`config.mk`:
```
export PLATFORM = sky130hd
export DESIGN_NAME = serial_modem_status_rx_baud
export DESIGN_NICKNAME = d
export VERILOG_FILES = /design/src/pkg/serial_pkg.sv /design/src/design/serial_modem_status_rx_baud.sv
export VERILOG_INCLUDE_DIRS = /design/src /design/src/pkg
export SDC_FILE = /design/constraint.sdc
export NUM_CORES = 1
export LEC_CHECK = 0
export BUFFER_PORTS_ARGS = -buffer_cell sky130_fd_sc_hd__buf_2
export CELL_PAD_IN_SITES_DETAIL_PLACEMENT = 2
export CELL_PAD_IN_SITES_GLOBAL_PLACEMENT = 2
export CORE_MARGIN = 2
export CORE_UTILIZATION = 24
export CTS_CLUSTER_DIAMETER = 40
export DETAILED_ROUTE_END_ITERATION = 12
export HOLD_SLACK_MARGIN = 0.02
export PLACE_DENSITY_LB_ADDON = 0.08
export SYNTH_ARGS = -nofsm -noshare
export SYNTH_HDL_FRONTEND = slang
export SYNTH_SLANG_ARGS = --single-unit
```
`constraint.sdc`:
```
create_clock -name CLK_I -period 4.4 [get_ports CLK_I]
set_clock_uncertainty 0.1 [all_clocks]
set_input_delay 0.88 -clock CLK_I [delete_from_list [all_inputs] [get_ports CLK_I]]
set_output_delay 0.88 -clock CLK_I [all_outputs]
set_load 0.1 [all_outputs]
```
`src/pkg/serial_map.svh`:
```
`ifndef SERIAL_MAP_SVH
`define SERIAL_MAP_SVH

// Register byte offsets
`define OFS_RX_BUF      8'h00
`define OFS_INT_EN      8'h04
`define OFS_LINE_CTRL   8'h08
`define OFS_MODEM_CTRL  8'h0c
`define OFS_LINE_STAT   8'h10
`define OFS_MODEM_STAT  8'h14
`define OFS_DIV_LO      8'h18
`define OFS_DIV_HI      8'h1c

// Modem control fields
`define MC_TERM  0
`define MC_SEND  1
`define MC_AUXA  2
`define MC_AUXB  3
`define MC_LOOP  4

// Interrupt enable field
`define IE_MODEM 3

// Line status fields
`define LS_AVAIL 0
`define LS_OVFL  1

// Line control word length field
`define LC_LEN_HI 1
`define LC_LEN_LO 0

// Reset values
`define DIV_LO_RST  8'h01
`define DIV_HI_RST  8'h00
`define LC_RST      8'h03
`define MC_RST      8'h00
`define IE_RST      8'h00

// Receiver timing in 16x ticks, and data bit count limits
`define RX_MID_CNT  4'h7
`define RX_END_CNT  4'hf
`define RX_LAST_MIN 3'h4
`define RX_JUST_MAX 2'h3

`endif

```
`src/pkg/serial_pkg.sv`:
```
package serial_pkg;

  typedef enum logic [1:0] {
    RX_IDLE,
    RX_START,
    RX_DATA,
    RX_STOP
  } rx_state_e;

  // Active-low modem inputs, MSB first to match status bits 7..4
  typedef struct packed {
    logic carrier_n;
    logic alert_n;
    logic present_n;
    logic accepts_n;
  } modem_in_s;

  // Active-low modem control outputs
  typedef struct packed {
    logic aux_b_n;
    logic aux_a_n;
    logic send_n;
    logic term_n;
  } modem_out_s;

endpackage

```
`src/design/serial_modem_status_rx_baud.sv`:
```
`include "serial_map.svh"

// How it works
// - Reading modem status clears the four change bits, live bits untouched.
// - During a status read new events wait and land at the read's end.
// - A set bit whose event recurs during the read clears at read end.
// - Change bits 0, 1 and 3 set when their modem input changes since the last read.
// - Alert-ended bit set by alert line change, never by a high-to-low edge.
// - Accepts-tx bit is inverted pin, or send request control in loop mode.
// - Set-present bit is inverted pin, or terminal-present control in loop mode.
// - Call-alert bit is inverted pin, or aux output A in loop mode.
// - Carrier-sense bit shows carrier input, or aux output B in loop mode.
// - Divider divides the clock by any 16-bit divisor from 1 to 65535.
// - Divider output runs at sixteen times the serial bit rate.
// - Writing either divisor byte reloads the 16-bit counter at once.
// - Receiver takes 5 to 8 data bits, right-justified from bit 0.
// - First data bit after start lands in bit 0.
// - Unused upper bits of a short character read as zero.
// - Data shifts on 16x ticks, phase restarted on each start bit.
// - Finished character loads the buffer and sets character-available.
// - Buffer holds one character while the next shifts in.
// - Unread buffer is overwritten by the next character, setting overflow.
// - Status bits 4..7 are live line states, one meaning pin low.
// - Modem interrupt enable plus any change bit raises the interrupt.
module serial_modem_status_rx_baud (
  input  wire logic                   CLK_I,
  input  wire logic                   RST_I,
  input  wire logic                   PSEL_I,
  input  wire logic                   PENABLE_I,
  input  wire logic                   PWRITE_I,
  input  wire logic [7:0]             PADDR_I,
  input  wire logic [31:0]            PWDATA_I,
  output logic      [31:0]            PRDATA_O,
  output logic                        PREADY_O,
  output logic                        PSLVERR_O,
  input  wire logic                   SERIAL_IN_I,
  input  wire serial_pkg::modem_in_s  MODEM_N_I,
  output serial_pkg::modem_out_s      MODEM_N_O,
  output logic                        MODEM_IRQ_O,
  output logic                        BAUD_TICK_O
);

  ////////////////////////////////////////////////////////////////////////////
  // Declarations

  logic [7:0]            div_lo_r;
  logic [7:0]            div_hi_r;
  logic [15:0]           baud_cnt_r;
  logic [15:0]           div_nxt;
  logic [7:0]            lc_r;
  logic [7:0]            mc_r;
  logic [7:0]            ie_r;
  logic [7:0]            rx_buf_r;
  logic                  avail_r;
  logic                  ovfl_r;
  logic [1:0]            ls_pend_r;
  logic [3:0]            delta_r;
  logic [3:0]            ms_pend_r;
  logic [3:0]            live_prev_r;
  logic                  primed_r;
  serial_pkg::rx_state_e rx_state_r;
  logic [3:0]            phase_r;
  logic [2:0]            bitn_r;
  logic [7:0]            shift_r;
  logic [3:0]            live;
  logic [3:0]            delta_ev;
  logic                  loop;
  logic                  tick;
  logic                  rx_line;
  logic                  rx_done;
  logic                  rx_restart;
  logic                  rx_sample;
  logic [2:0]            last_bit;
  logic                  setup;
  logic                  access;
  logic                  wr;
  logic                  div_wr;
  logic                  hit;
  logic                  ls_on;
  logic                  ls_end;
  logic                  ms_on;
  logic                  ms_end;
  logic                  rxb_end;
  logic [1:0]            ls_ev;
  logic [1:0]            ls_held;
  logic [1:0]            ls_pend_nxt;
  logic [3:0]            ms_held;
  logic [3:0]            ms_pend_nxt;

  ////////////////////////////////////////////////////////////////////////////
  // Functions

  // Status bit with read hold-off: returns {bit, pending}
  function automatic logic [1:0] held(input logic old, input logic ev, input logic pend,
                                      input logic on, input logic fin, input logic rd_clr);
    logic b;
    logic p;
    b = old | ev;
    p = 1'b0;
    if (fin) begin
      b = rd_clr ? (~old & (ev | pend)) : (old | ev | pend);
    end else if (on) begin
      b = old;
      p = pend | ev;
    end
    return {b, p};
  endfunction

  // Shift the assembled byte down to bit 0, zero filling above
  function automatic logic [7:0] justify(input logic [7:0] s, input logic [1:0] len);
    return s >> (`RX_JUST_MAX - len);
  endfunction

  ////////////////////////////////////////////////////////////////////////////
  // Bus decode

  assign setup     = PSEL_I & ~PENABLE_I;
  assign access    = PSEL_I & PENABLE_I;
  assign wr        = access & PWRITE_I;
  assign div_wr    = wr & ((PADDR_I == `OFS_DIV_LO) | (PADDR_I == `OFS_DIV_HI));
  assign ls_on     = PSEL_I & ~PWRITE_I & (PADDR_I == `OFS_LINE_STAT);
  assign ms_on     = PSEL_I & ~PWRITE_I & (PADDR_I == `OFS_MODEM_STAT);
  assign ls_end    = ls_on & PENABLE_I;
  assign ms_end    = ms_on & PENABLE_I;
  assign rxb_end   = access & ~PWRITE_I & (PADDR_I == `OFS_RX_BUF);
  assign PREADY_O  = 1'b1;
  assign PSLVERR_O = access & ~hit;

  always_comb begin
    case (PADDR_I)
      `OFS_RX_BUF, `OFS_INT_EN, `OFS_LINE_CTRL, `OFS_MODEM_CTRL,
      `OFS_LINE_STAT, `OFS_MODEM_STAT, `OFS_DIV_LO, `OFS_DIV_HI: hit = 1'b1;
      default: hit = 1'b0;
    endcase
  end

  // Read data is captured in the setup cycle
  always_ff @(posedge CLK_I or posedge RST_I) begin
    if (RST_I) begin
      PRDATA_O <= 32'h0000_0000;
    end else if (setup) begin
      case (PADDR_I)
        `OFS_RX_BUF:     PRDATA_O <= {24'h00_0000, rx_buf_r};
        `OFS_INT_EN:     PRDATA_O <= {24'h00_0000, ie_r};
        `OFS_LINE_CTRL:  PRDATA_O <= {24'h00_0000, lc_r};
        `OFS_MODEM_CTRL: PRDATA_O <= {24'h00_0000, mc_r};
        `OFS_LINE_STAT:  PRDATA_O <= {30'h0000_0000, ovfl_r, avail_r};
        `OFS_MODEM_STAT: PRDATA_O <= {24'h00_0000, live, delta_r};
        `OFS_DIV_LO:     PRDATA_O <= {24'h00_0000, div_lo_r};
        `OFS_DIV_HI:     PRDATA_O <= {24'h00_0000, div_hi_r};
        default:         PRDATA_O <= 32'h0000_0000;
      endcase
    end
  end

  ////////////////////////////////////////////////////////////////////////////
  // Control registers

  always_ff @(posedge CLK_I or posedge RST_I) begin
    if (RST_I) begin
      lc_r <= `LC_RST;
      mc_r <= `MC_RST;
      ie_r <= `IE_RST;
    end else if (wr) begin
      case (PADDR_I)
        `OFS_LINE_CTRL:  lc_r <= PWDATA_I[7:0];
        `OFS_MODEM_CTRL: mc_r <= PWDATA_I[7:0];
        `OFS_INT_EN:     ie_r <= PWDATA_I[7:0];
        default:         ;
      endcase
    end
  end

  assign loop = mc_r[`MC_LOOP];

  // Modem control pins, forced inactive in loop mode
  always_ff @(posedge CLK_I or posedge RST_I) begin
    if (RST_I) begin
      MODEM_N_O <= 4'hf;
    end else begin
      MODEM_N_O <= loop ? 4'hf : ~{mc_r[`MC_AUXB], mc_r[`MC_AUXA], mc_r[`MC_SEND], mc_r[`MC_TERM]};
    end
  end

  ////////////////////////////////////////////////////////////////////////////
  // Bit rate divider

  always_comb begin
    div_nxt = {div_hi_r, div_lo_r};
    if (PADDR_I == `OFS_DIV_LO) begin
      div_nxt = {div_hi_r, PWDATA_I[7:0]};
    end else if (PADDR_I == `OFS_DIV_HI) begin
      div_nxt = {PWDATA_I[7:0], div_lo_r};
    end
  end

  always_ff @(posedge CLK_I or posedge RST_I) begin
    if (RST_I) begin
      div_lo_r <= `DIV_LO_RST;
      div_hi_r <= `DIV_HI_RST;
    end else if (div_wr) begin
      div_lo_r <= div_nxt[7:0];
      div_hi_r <= div_nxt[15:8];
    end
  end

  assign tick        = (baud_cnt_r <= 16'h0001);
  assign BAUD_TICK_O = tick;

  always_ff @(posedge CLK_I or posedge RST_I) begin
    if (RST_I) begin
      baud_cnt_r <= {`DIV_HI_RST, `DIV_LO_RST};
    end else if (div_wr) begin
      baud_cnt_r <= div_nxt;
    end else if (tick) begin
      baud_cnt_r <= {div_hi_r, div_lo_r};
    end else begin
      baud_cnt_r <= baud_cnt_r - 16'h0001;
    end
  end

  ////////////////////////////////////////////////////////////////////////////
  // Receiver

  assign rx_line = loop ? 1'b1 : SERIAL_IN_I;
  assign rx_done    = tick & (rx_state_r == serial_pkg::RX_STOP) & (phase_r == `RX_END_CNT);
  assign rx_restart = ((rx_state_r == serial_pkg::RX_IDLE) & ~rx_line) |
                      ((rx_state_r == serial_pkg::RX_START) & (phase_r == `RX_MID_CNT));
  assign rx_sample  = tick & (rx_state_r == serial_pkg::RX_DATA) & (phase_r == `RX_END_CNT);
  assign last_bit   = `RX_LAST_MIN + {1'b0, lc_r[`LC_LEN_HI:`LC_LEN_LO]};

  // Receive sequencing
  always_ff @(posedge CLK_I or posedge RST_I) begin
    if (RST_I) begin
      rx_state_r <= serial_pkg::RX_IDLE;
    end else if (tick) begin
      case (rx_state_r)
        serial_pkg::RX_IDLE: begin
          if (!rx_line) begin
            rx_state_r <= serial_pkg::RX_START;
          end
        end
        serial_pkg::RX_START: begin
          if (phase_r == `RX_MID_CNT) begin
            rx_state_r <= rx_line ? serial_pkg::RX_IDLE : serial_pkg::RX_DATA;
          end
        end
        serial_pkg::RX_DATA: begin
          if (rx_sample && (bitn_r == last_bit)) begin
            rx_state_r <= serial_pkg::RX_STOP;
          end
        end
        serial_pkg::RX_STOP: begin
          if (rx_done) begin
            rx_state_r <= serial_pkg::RX_IDLE;
          end
        end
        default: begin
          rx_state_r <= serial_pkg::RX_IDLE;
        end
      endcase
    end
  end

  // Sample phase, restarted at each start edge and at mid start
  always_ff @(posedge CLK_I or posedge RST_I) begin
    if (RST_I) begin
      phase_r <= 4'h0;
    end else if (tick) begin
      if (rx_restart) begin
        phase_r <= 4'h0;
      end else begin
        phase_r <= phase_r + 4'h1;
      end
    end
  end

  // Data bit count
  always_ff @(posedge CLK_I or posedge RST_I) begin
    if (RST_I) begin
      bitn_r <= 3'h0;
    end else if (tick && (rx_state_r == serial_pkg::RX_START)) begin
      bitn_r <= 3'h0;
    end else if (rx_sample) begin
      bitn_r <= bitn_r + 3'h1;
    end
  end

  // Shifter, first bit ends up lowest
  always_ff @(posedge CLK_I or posedge RST_I) begin
    if (RST_I) begin
      shift_r <= 8'h00;
    end else if (rx_sample) begin
      shift_r <= {rx_line, shift_r[7:1]};
    end
  end

  // Receive buffer, second stage behind the shifter
  always_ff @(posedge CLK_I or posedge RST_I) begin
    if (RST_I) begin
      rx_buf_r <= 8'h00;
    end else if (rx_done) begin
      rx_buf_r <= justify(shift_r, lc_r[`LC_LEN_HI:`LC_LEN_LO]);
    end
  end

  ////////////////////////////////////////////////////////////////////////////
  // Line status

  assign ls_ev[`LS_AVAIL] = rx_done;
  assign ls_ev[`LS_OVFL]  = rx_done & avail_r;

  always_comb begin
    {ls_held[`LS_AVAIL], ls_pend_nxt[`LS_AVAIL]} =
      held(avail_r, ls_ev[`LS_AVAIL], ls_pend_r[`LS_AVAIL], ls_on, ls_end, 1'b0);
    {ls_held[`LS_OVFL], ls_pend_nxt[`LS_OVFL]} =
      held(ovfl_r, ls_ev[`LS_OVFL], ls_pend_r[`LS_OVFL], ls_on, ls_end, 1'b1);
  end

  always_ff @(posedge CLK_I or posedge RST_I) begin
    if (RST_I) begin
      avail_r   <= 1'b0;
      ovfl_r    <= 1'b0;
      ls_pend_r <= 2'h0;
    end else begin
      avail_r   <= rxb_end ? rx_done : ls_held[`LS_AVAIL];
      ovfl_r    <= ls_held[`LS_OVFL];
      ls_pend_r <= ls_pend_nxt;
    end
  end

  ////////////////////////////////////////////////////////////////////////////
  // Modem status

  assign live = loop ? {mc_r[`MC_AUXB], mc_r[`MC_AUXA], mc_r[`MC_TERM], mc_r[`MC_SEND]} : ~MODEM_N_I;

  assign delta_ev[0] = primed_r & (live[0] ^ live_prev_r[0]);
  assign delta_ev[1] = primed_r & (live[1] ^ live_prev_r[1]);
  assign delta_ev[2] = primed_r & live_prev_r[2] & ~live[2];
  assign delta_ev[3] = primed_r & (live[3] ^ live_prev_r[3]);

  always_comb begin
    for (int i = 0; i < 4; i++) begin
      {ms_held[i], ms_pend_nxt[i]} = held(delta_r[i], delta_ev[i], ms_pend_r[i], ms_on, ms_end, 1'b1);
    end
  end

  always_ff @(posedge CLK_I or posedge RST_I) begin
    if (RST_I) begin
      live_prev_r <= 4'h0;
      primed_r    <= 1'b0;
    end else begin
      live_prev_r <= live;
      primed_r    <= 1'b1;
    end
  end

  always_ff @(posedge CLK_I or posedge RST_I) begin
    if (RST_I) begin
      delta_r   <= 4'h0;
      ms_pend_r <= 4'h0;
    end else begin
      delta_r   <= ms_held;
      ms_pend_r <= ms_pend_nxt;
    end
  end

  assign MODEM_IRQ_O = ie_r[`IE_MODEM] & (|delta_r);

endmodule

```
* Word-level counts from Yosys, hierarchy flattened
Memories as Yosys holds them, arrays and structs flattened.
Cells that the tools add are included.
** Cells by class
- Add/sub/neg operators :: 5
- $lt $le $gt $ge :: 1
- Equality and inequality tests :: 20
- Shift operators :: 1
- Mux-type cells :: 43
- Bitwise operators :: 60
- Reduce and logical (&&, ||, !) cells :: 11
** Operators by type and width (count)
- $mux 16 :: 4
- $pmux 8 s8 :: 1
- $eq 8x5->1 const B :: 4
- $and 1x1->1 :: 30
- $mux 1 :: 27
- $eq 8x4->1 const B :: 2
- $le 16x1->1 const B :: 1
- $sub 16x1->16 const B :: 1
- $or 1x1->1 :: 15
- $mux 4 :: 3
- $mux 2 :: 5
- $not 1->1 :: 10
- $eq 8x3->1 const B :: 1
- $logic_not 8->1 :: 1
- $ne 2x1->1 const B :: 4
- $not 4->4 :: 2
- $pmux 2 s4 :: 1
- $shr 8x2->8 :: 1
- $mux 3 :: 2
- $reduce_and 2->1 :: 3
- $reduce_and 5->1 :: 1
- $add 4x1->4 const B :: 1
- $eq 2x2->1 const B :: 2
- $eq 4x3->1 const B :: 1
- 14 further kinds :: 18
** Storage, ports and cells
- Flip-flop bits (word level) :: 134
- Memory bits (read-only) :: 32
- Bits of input ports :: 50
- Output and inout bits :: 40
- Logic and storage cells :: 165
- Memories :: 1
** Memory list
- (name not given) :: depth 32, bits a word 1, read ports 1, clocked after Yosys merged registers in 0, wr ports 0, RTL line serial_modem_status_rx_baud.sv:130 : case (PADDR_I)

* Longest topological paths before layout
- Word-level depth :: 7
- Depth in mapped cells :: 8
- Depth with buffers taken out :: 7

* Least setup slack after synthesis
No wires, ideal clock.
- Path kind :: flip-flop to output port
- Start point :: register baud_cnt_r[11]
- End point :: output BAUD_TICK_O
- Arrival time :: 2.506 ns
- Required time :: 3.420 ns
- Slack :: 0.914 ns
- Cell stages (with the launch flop) :: 4
- Path buffers :: 0
- Path through :: dfrtp_1 nor4_1 o211ai_1 nor2_1
** On the way
- Word-level cells in the longest chain between the ends :: 1
** Ends and longest elaborated chain
- from (decl) :: RTL line serial_modem_status_rx_baud.sv:48 : logic [15:0] baud_cnt_r;
- from (signal assigned) :: RTL line serial_modem_status_rx_baud.sv:212 : baud_cnt_r <= {`DIV_HI_RST, `DIV_LO_RST};
- from (signal assigned) :: RTL line serial_modem_status_rx_baud.sv:214 : baud_cnt_r <= div_nxt;
- from (signal assigned) :: RTL line serial_modem_status_rx_baud.sv:216 : baud_cnt_r <= {div_hi_r, div_lo_r};
- $le 16x1->1 :: RTL line serial_modem_status_rx_baud.sv:207 : assign tick = (baud_cnt_r <= 16'h0001);
- to (decl) :: RTL line serial_modem_status_rx_baud.sv:40 : output logic BAUD_TICK_O
No other way between the ends.

* Final worst setup path
- Start point :: input PADDR_I[7]
- End point :: output PSLVERR_O
** On the way
- Word-level cells in the longest chain between the ends :: 4
** Ends and longest elaborated chain
- from (decl) :: RTL line serial_modem_status_rx_baud.sv:31 : input wire logic [7:0] PADDR_I,
- $logic_not 3->1 :: RTL line serial_modem_status_rx_baud.sv:130
- $mux 1 :: RTL line serial_modem_status_rx_baud.sv:130
- $not 1->1 :: RTL line serial_modem_status_rx_baud.sv:127 : assign PSLVERR_O = access & ~hit;
- $and 1x1->1 :: RTL line serial_modem_status_rx_baud.sv:127
- to (decl) :: RTL line serial_modem_status_rx_baud.sv:35 : output logic PSLVERR_O,
No other way between the ends.

==> flow_summary.json <==
{
  "via_count": 4482,
  "rsz0062_at_grt": "false",
  "drv_cap": 0,
  "fmax_mhz": 298.2,
  "leakagePower_nw": 2.859,
  "grt_usage_pct": 15.44,
  "antenna_found_initial": 0,
  "cts_tree": "yes",
  "yosysWarnings": 0,
  "area_delta_synth_final_pct": 13.53,
  "cts_hold_buf": 0,
  "synth.top_cell.area_share_pct": 43.06,
  "die_area_um2": 25970,
  "detail_route.first_pass.iterations": 4,
  "post-place-ws_ns": 0.8428,
  "min_period_ns": 3.354,
  "maxSlewHeadroom_pct": 40.98,
  "synth_compound_area_share_pct": 14.52,
  "cp_cell_sequence": "buf_2 > or4_1 > nor2_4 > nor2_1 > buf_2",
  "nNetsFinal": 655,
  "synth_seq_cells": 110,
  "critPathKind": "input pin to primary output",
  "drt-initial-drc-count": 153,
  "initial_core_util_pct": 24.38,
  "powerDensity_nw_per_um2": 369.0,
  "hold_viol": 0,
  "die_y_um": 161.2,
  "clock_latency_ns": 0.36,
  "grt_overflow": 0,
  "gp_congestion": 0.7530,
  "cts_inserted_buffers": 9,
  "ios": 90,
  "worst_slack_ns": 1.046,
  "vias_per_cell": 4.819,
  "synthSimpleGateAreaFrac_pct": 15.62,
  "cts_buffer_depth": 2,
  "core_um2": 24320,
  "slowest_stage": "or4_1",
  "yosys-top-cells-count": "102 x dfrtp_1, 62 x nand2_1, 58 x mux2_2, 31 x nor2_1, 27 x a21oi_1",
  "htree_levels": 3,
  "setup_violations": 0,
  "detailed_place_hpwl_mm": 14.64,
  "critical-path-top-delay-family": "simple AND/OR/NAND/NOR gates",
  "muxShareOfSynthArea_pct": 13.78,
  "setup_tns_ns": 0,
  "grt_pass1_vias": 4975,
  "postSynth.asyncResetShare_pct": 100.0,
  "tightest_slew_ns": 0.8607,
  "yosys.area.top_type": "dfrtp_1",
  "cpPeakStageDelay_ns": 0.71,
  "yosysMostFrequentCell": "dfrtp_1",
  "path_clk_slew_ns": 0.07,
  "ys_types": 63,
  "synth_area_leaders": "dfrtp_1 43%, mux2_2 11%, nand2_1 3.9%, dfstp_2 3.5%, buf_4 3.2%",
  "startpoint_type": "input pin",
  "drc": 0,
  "combPwrFrac_pct": 17.7,
  "crit_path_frequent_cell": "buf_2",
  "diodes": 0,
  "clock_sinks": 110,
  "worst_ep_required_time_ns": 3.42,
  "seq_area_frac_synth_pct": 46.60,
  "maxSlewViolCount": 0,
  "grt_pass1_wl_mm": 30.39,
  "clkPwrFrac_pct": 36.7,
  "cts.repair.resized": 0,
  "ir_drop_mv": 0.1839,
  "synthCells": 567,
  "fin_crit_sh_pct": 76.22,
  "end_kind": "primary output",
  "synth_xor_area_share_pct": 2.512,
  "syn_area_per_cell_um2": 10.46,
  "crit_buf_inv": 2,
  "holdCritPathClass": "flip-flop to flip-flop",
  "synth_edf_count": 0,
  "drive_gt1_share_pct": 25.58,
  "wl_per_cell_um": 20.85,
  "cts_setup_buffers": 0,
  "syn_area_um2": 5928,
  "p_seq_share_pct": 45.6,
  "p_int_mw": 1.710,
  "antenna_left": 0,
  "critPathMaxFanout": 9,
  "io_buffer_count": 40,
  "rows": 57,
  "die_x_um": 161.2,
  "synth_flop_cell": "dfrtp_1",
  "switching_share_pct": 31.16,
  "crit_arrival_ns": 2.37,
  "clockRootBuffer": "clkbuf_16",
  "status": "finished clean",
  "synth_fa_ha_area_share_pct": 0.8442,
  "power.switching_mw": 0.7739,
  "synth_top_family_by_area": "simple AND/OR/NAND/NOR gates",
  "grt_start_max_net_pins": 56,
  "totalWireLength_mm": 19.39
}
==> metrics by stage <==
| stage | hold slack (ns) | utilization [%] | std cells | cell area [um2] | power, mW |
|---|---|---|---|---|---|
| 2_1_floorplan | 0.3071 | - | 591 | 6018 | 1.488 |
| 3_3_place_gp | 0.3688 | 26.36 | 914 | 6410 | 1.588 |
| 3_5_place_dp | 0.3821 | 26.36 | 914 | 6410 | 1.597 |
| 4_1_cts | 0.4000 | 27.67 | 930 | 6730 | 2.539 |
| 5_1_grt | 0.4151 | 27.67 | 930 | 6730 | 2.612 |
| 6_report | 0.3972 | 27.67 | 930 | 6730 | 2.484 |
==> sequential cells by signal, summed over array words and instances (netlist names), named ones only <==
signal	flops
baud_cnt_r	16
PRDATA_O	8
div_hi_r	8
div_lo_r	8
ie_r	8
lc_r	8
mc_r	8
rx_buf_r	8
shift_r	8
MODEM_N_O	4
delta_r	4
live_prev_r	4
ms_pend_r	4
phase_r	4
bitn_r	3
ls_pend_r	2
avail_r	1
ovfl_r	1
primed_r	1
rx_state_r	1
==> layout make-up <==
class                           instances  area (um2)
Timing Repair Buffer                   50       275.3
Multi-Input combinational cell        413        2900
Clock buffer                            9       225.2
Clock inverter                          7       95.09
Tap cell                              324       405.4
Sequential cell                       110        2763
Inverter                               17       66.31
Fill cell                            2698       17590
==> final timing paths <==
path | from | endpoint | slack, ns | depth (start not counted)
setup / recovery | PADDR_I[7] | PSLVERR_O | 1.05 | 5
hold / removal | ms_pend_r[2] | ms_pend_r[2] | 0.40 | 1
setup reg to reg | baud_cnt_r[0] | baud_cnt_r[12] | 1.74 | 7
hold reg to reg | ms_pend_r[2] | ms_pend_r[2] | 0.40 | 1
max in group asynchronous | RST_I | MODEM_N_O[2] | 2.80 | 3
min in group asynchronous | RST_I | ls_pend_r[1] | 0.53 | 2
==> power by group through the flow <==
stage | Combinational [mW] | Clock (mW) | Sequential [mW]
finish | 0.440 | 0.911 | 1.13
global route | 0.481 | 0.988 | 1.14
CTS | 0.447 | 0.959 | 1.13
detailed placement | 0.447 | 0 | 1.15
global placement | 0.437 | 0 | 1.15
floorplan | 0.351 | 0 | 1.14
==> cells in the final DEF (no fill, tap or decap), drive strengths merged, types with 8 or more instances in the layout <==
master and n:
a21oi 27, a22oi 12, buf 50, clkbuf 9, conb 26, dfrtp 102, dfstp 8, inv 19
mux2 59, mux2i 13, nand2 63, nand2b 8, nand3 11, nor2 32, nor3 10, nor4 11
o21ai 19, o221a 11, xnor2 8, xor2 9
==> metal layers <==
| metal | vias up | track usage, % | wire (um) |
|---|---|---|---|
| met5 | - | 0 | 0 |
| met4 | 0 | 3.369 | 205 |
| met3 | 13 | 2.414 | 507 |
| met2 | 61 | 25.38 | 9111 |
| met1 | 2322 | 21.52 | 9569 |
| li1 | 2086 | - | - |
==> kinds of logic (layout without fill, tap and decap cells) <==
group,count (synthesis),in the layout
AND/OR/NAND/NOR,172,172
adder cells (fa/ha/maj),4,4
XOR/XNOR,17,17
buffers and inverters,68,83
other,2,26
flip-flops,110,110
AO/OA/AOI/OAI,121,121
multiplexers,73,73
No activity file was read; power rests on OpenSTA's default activity.
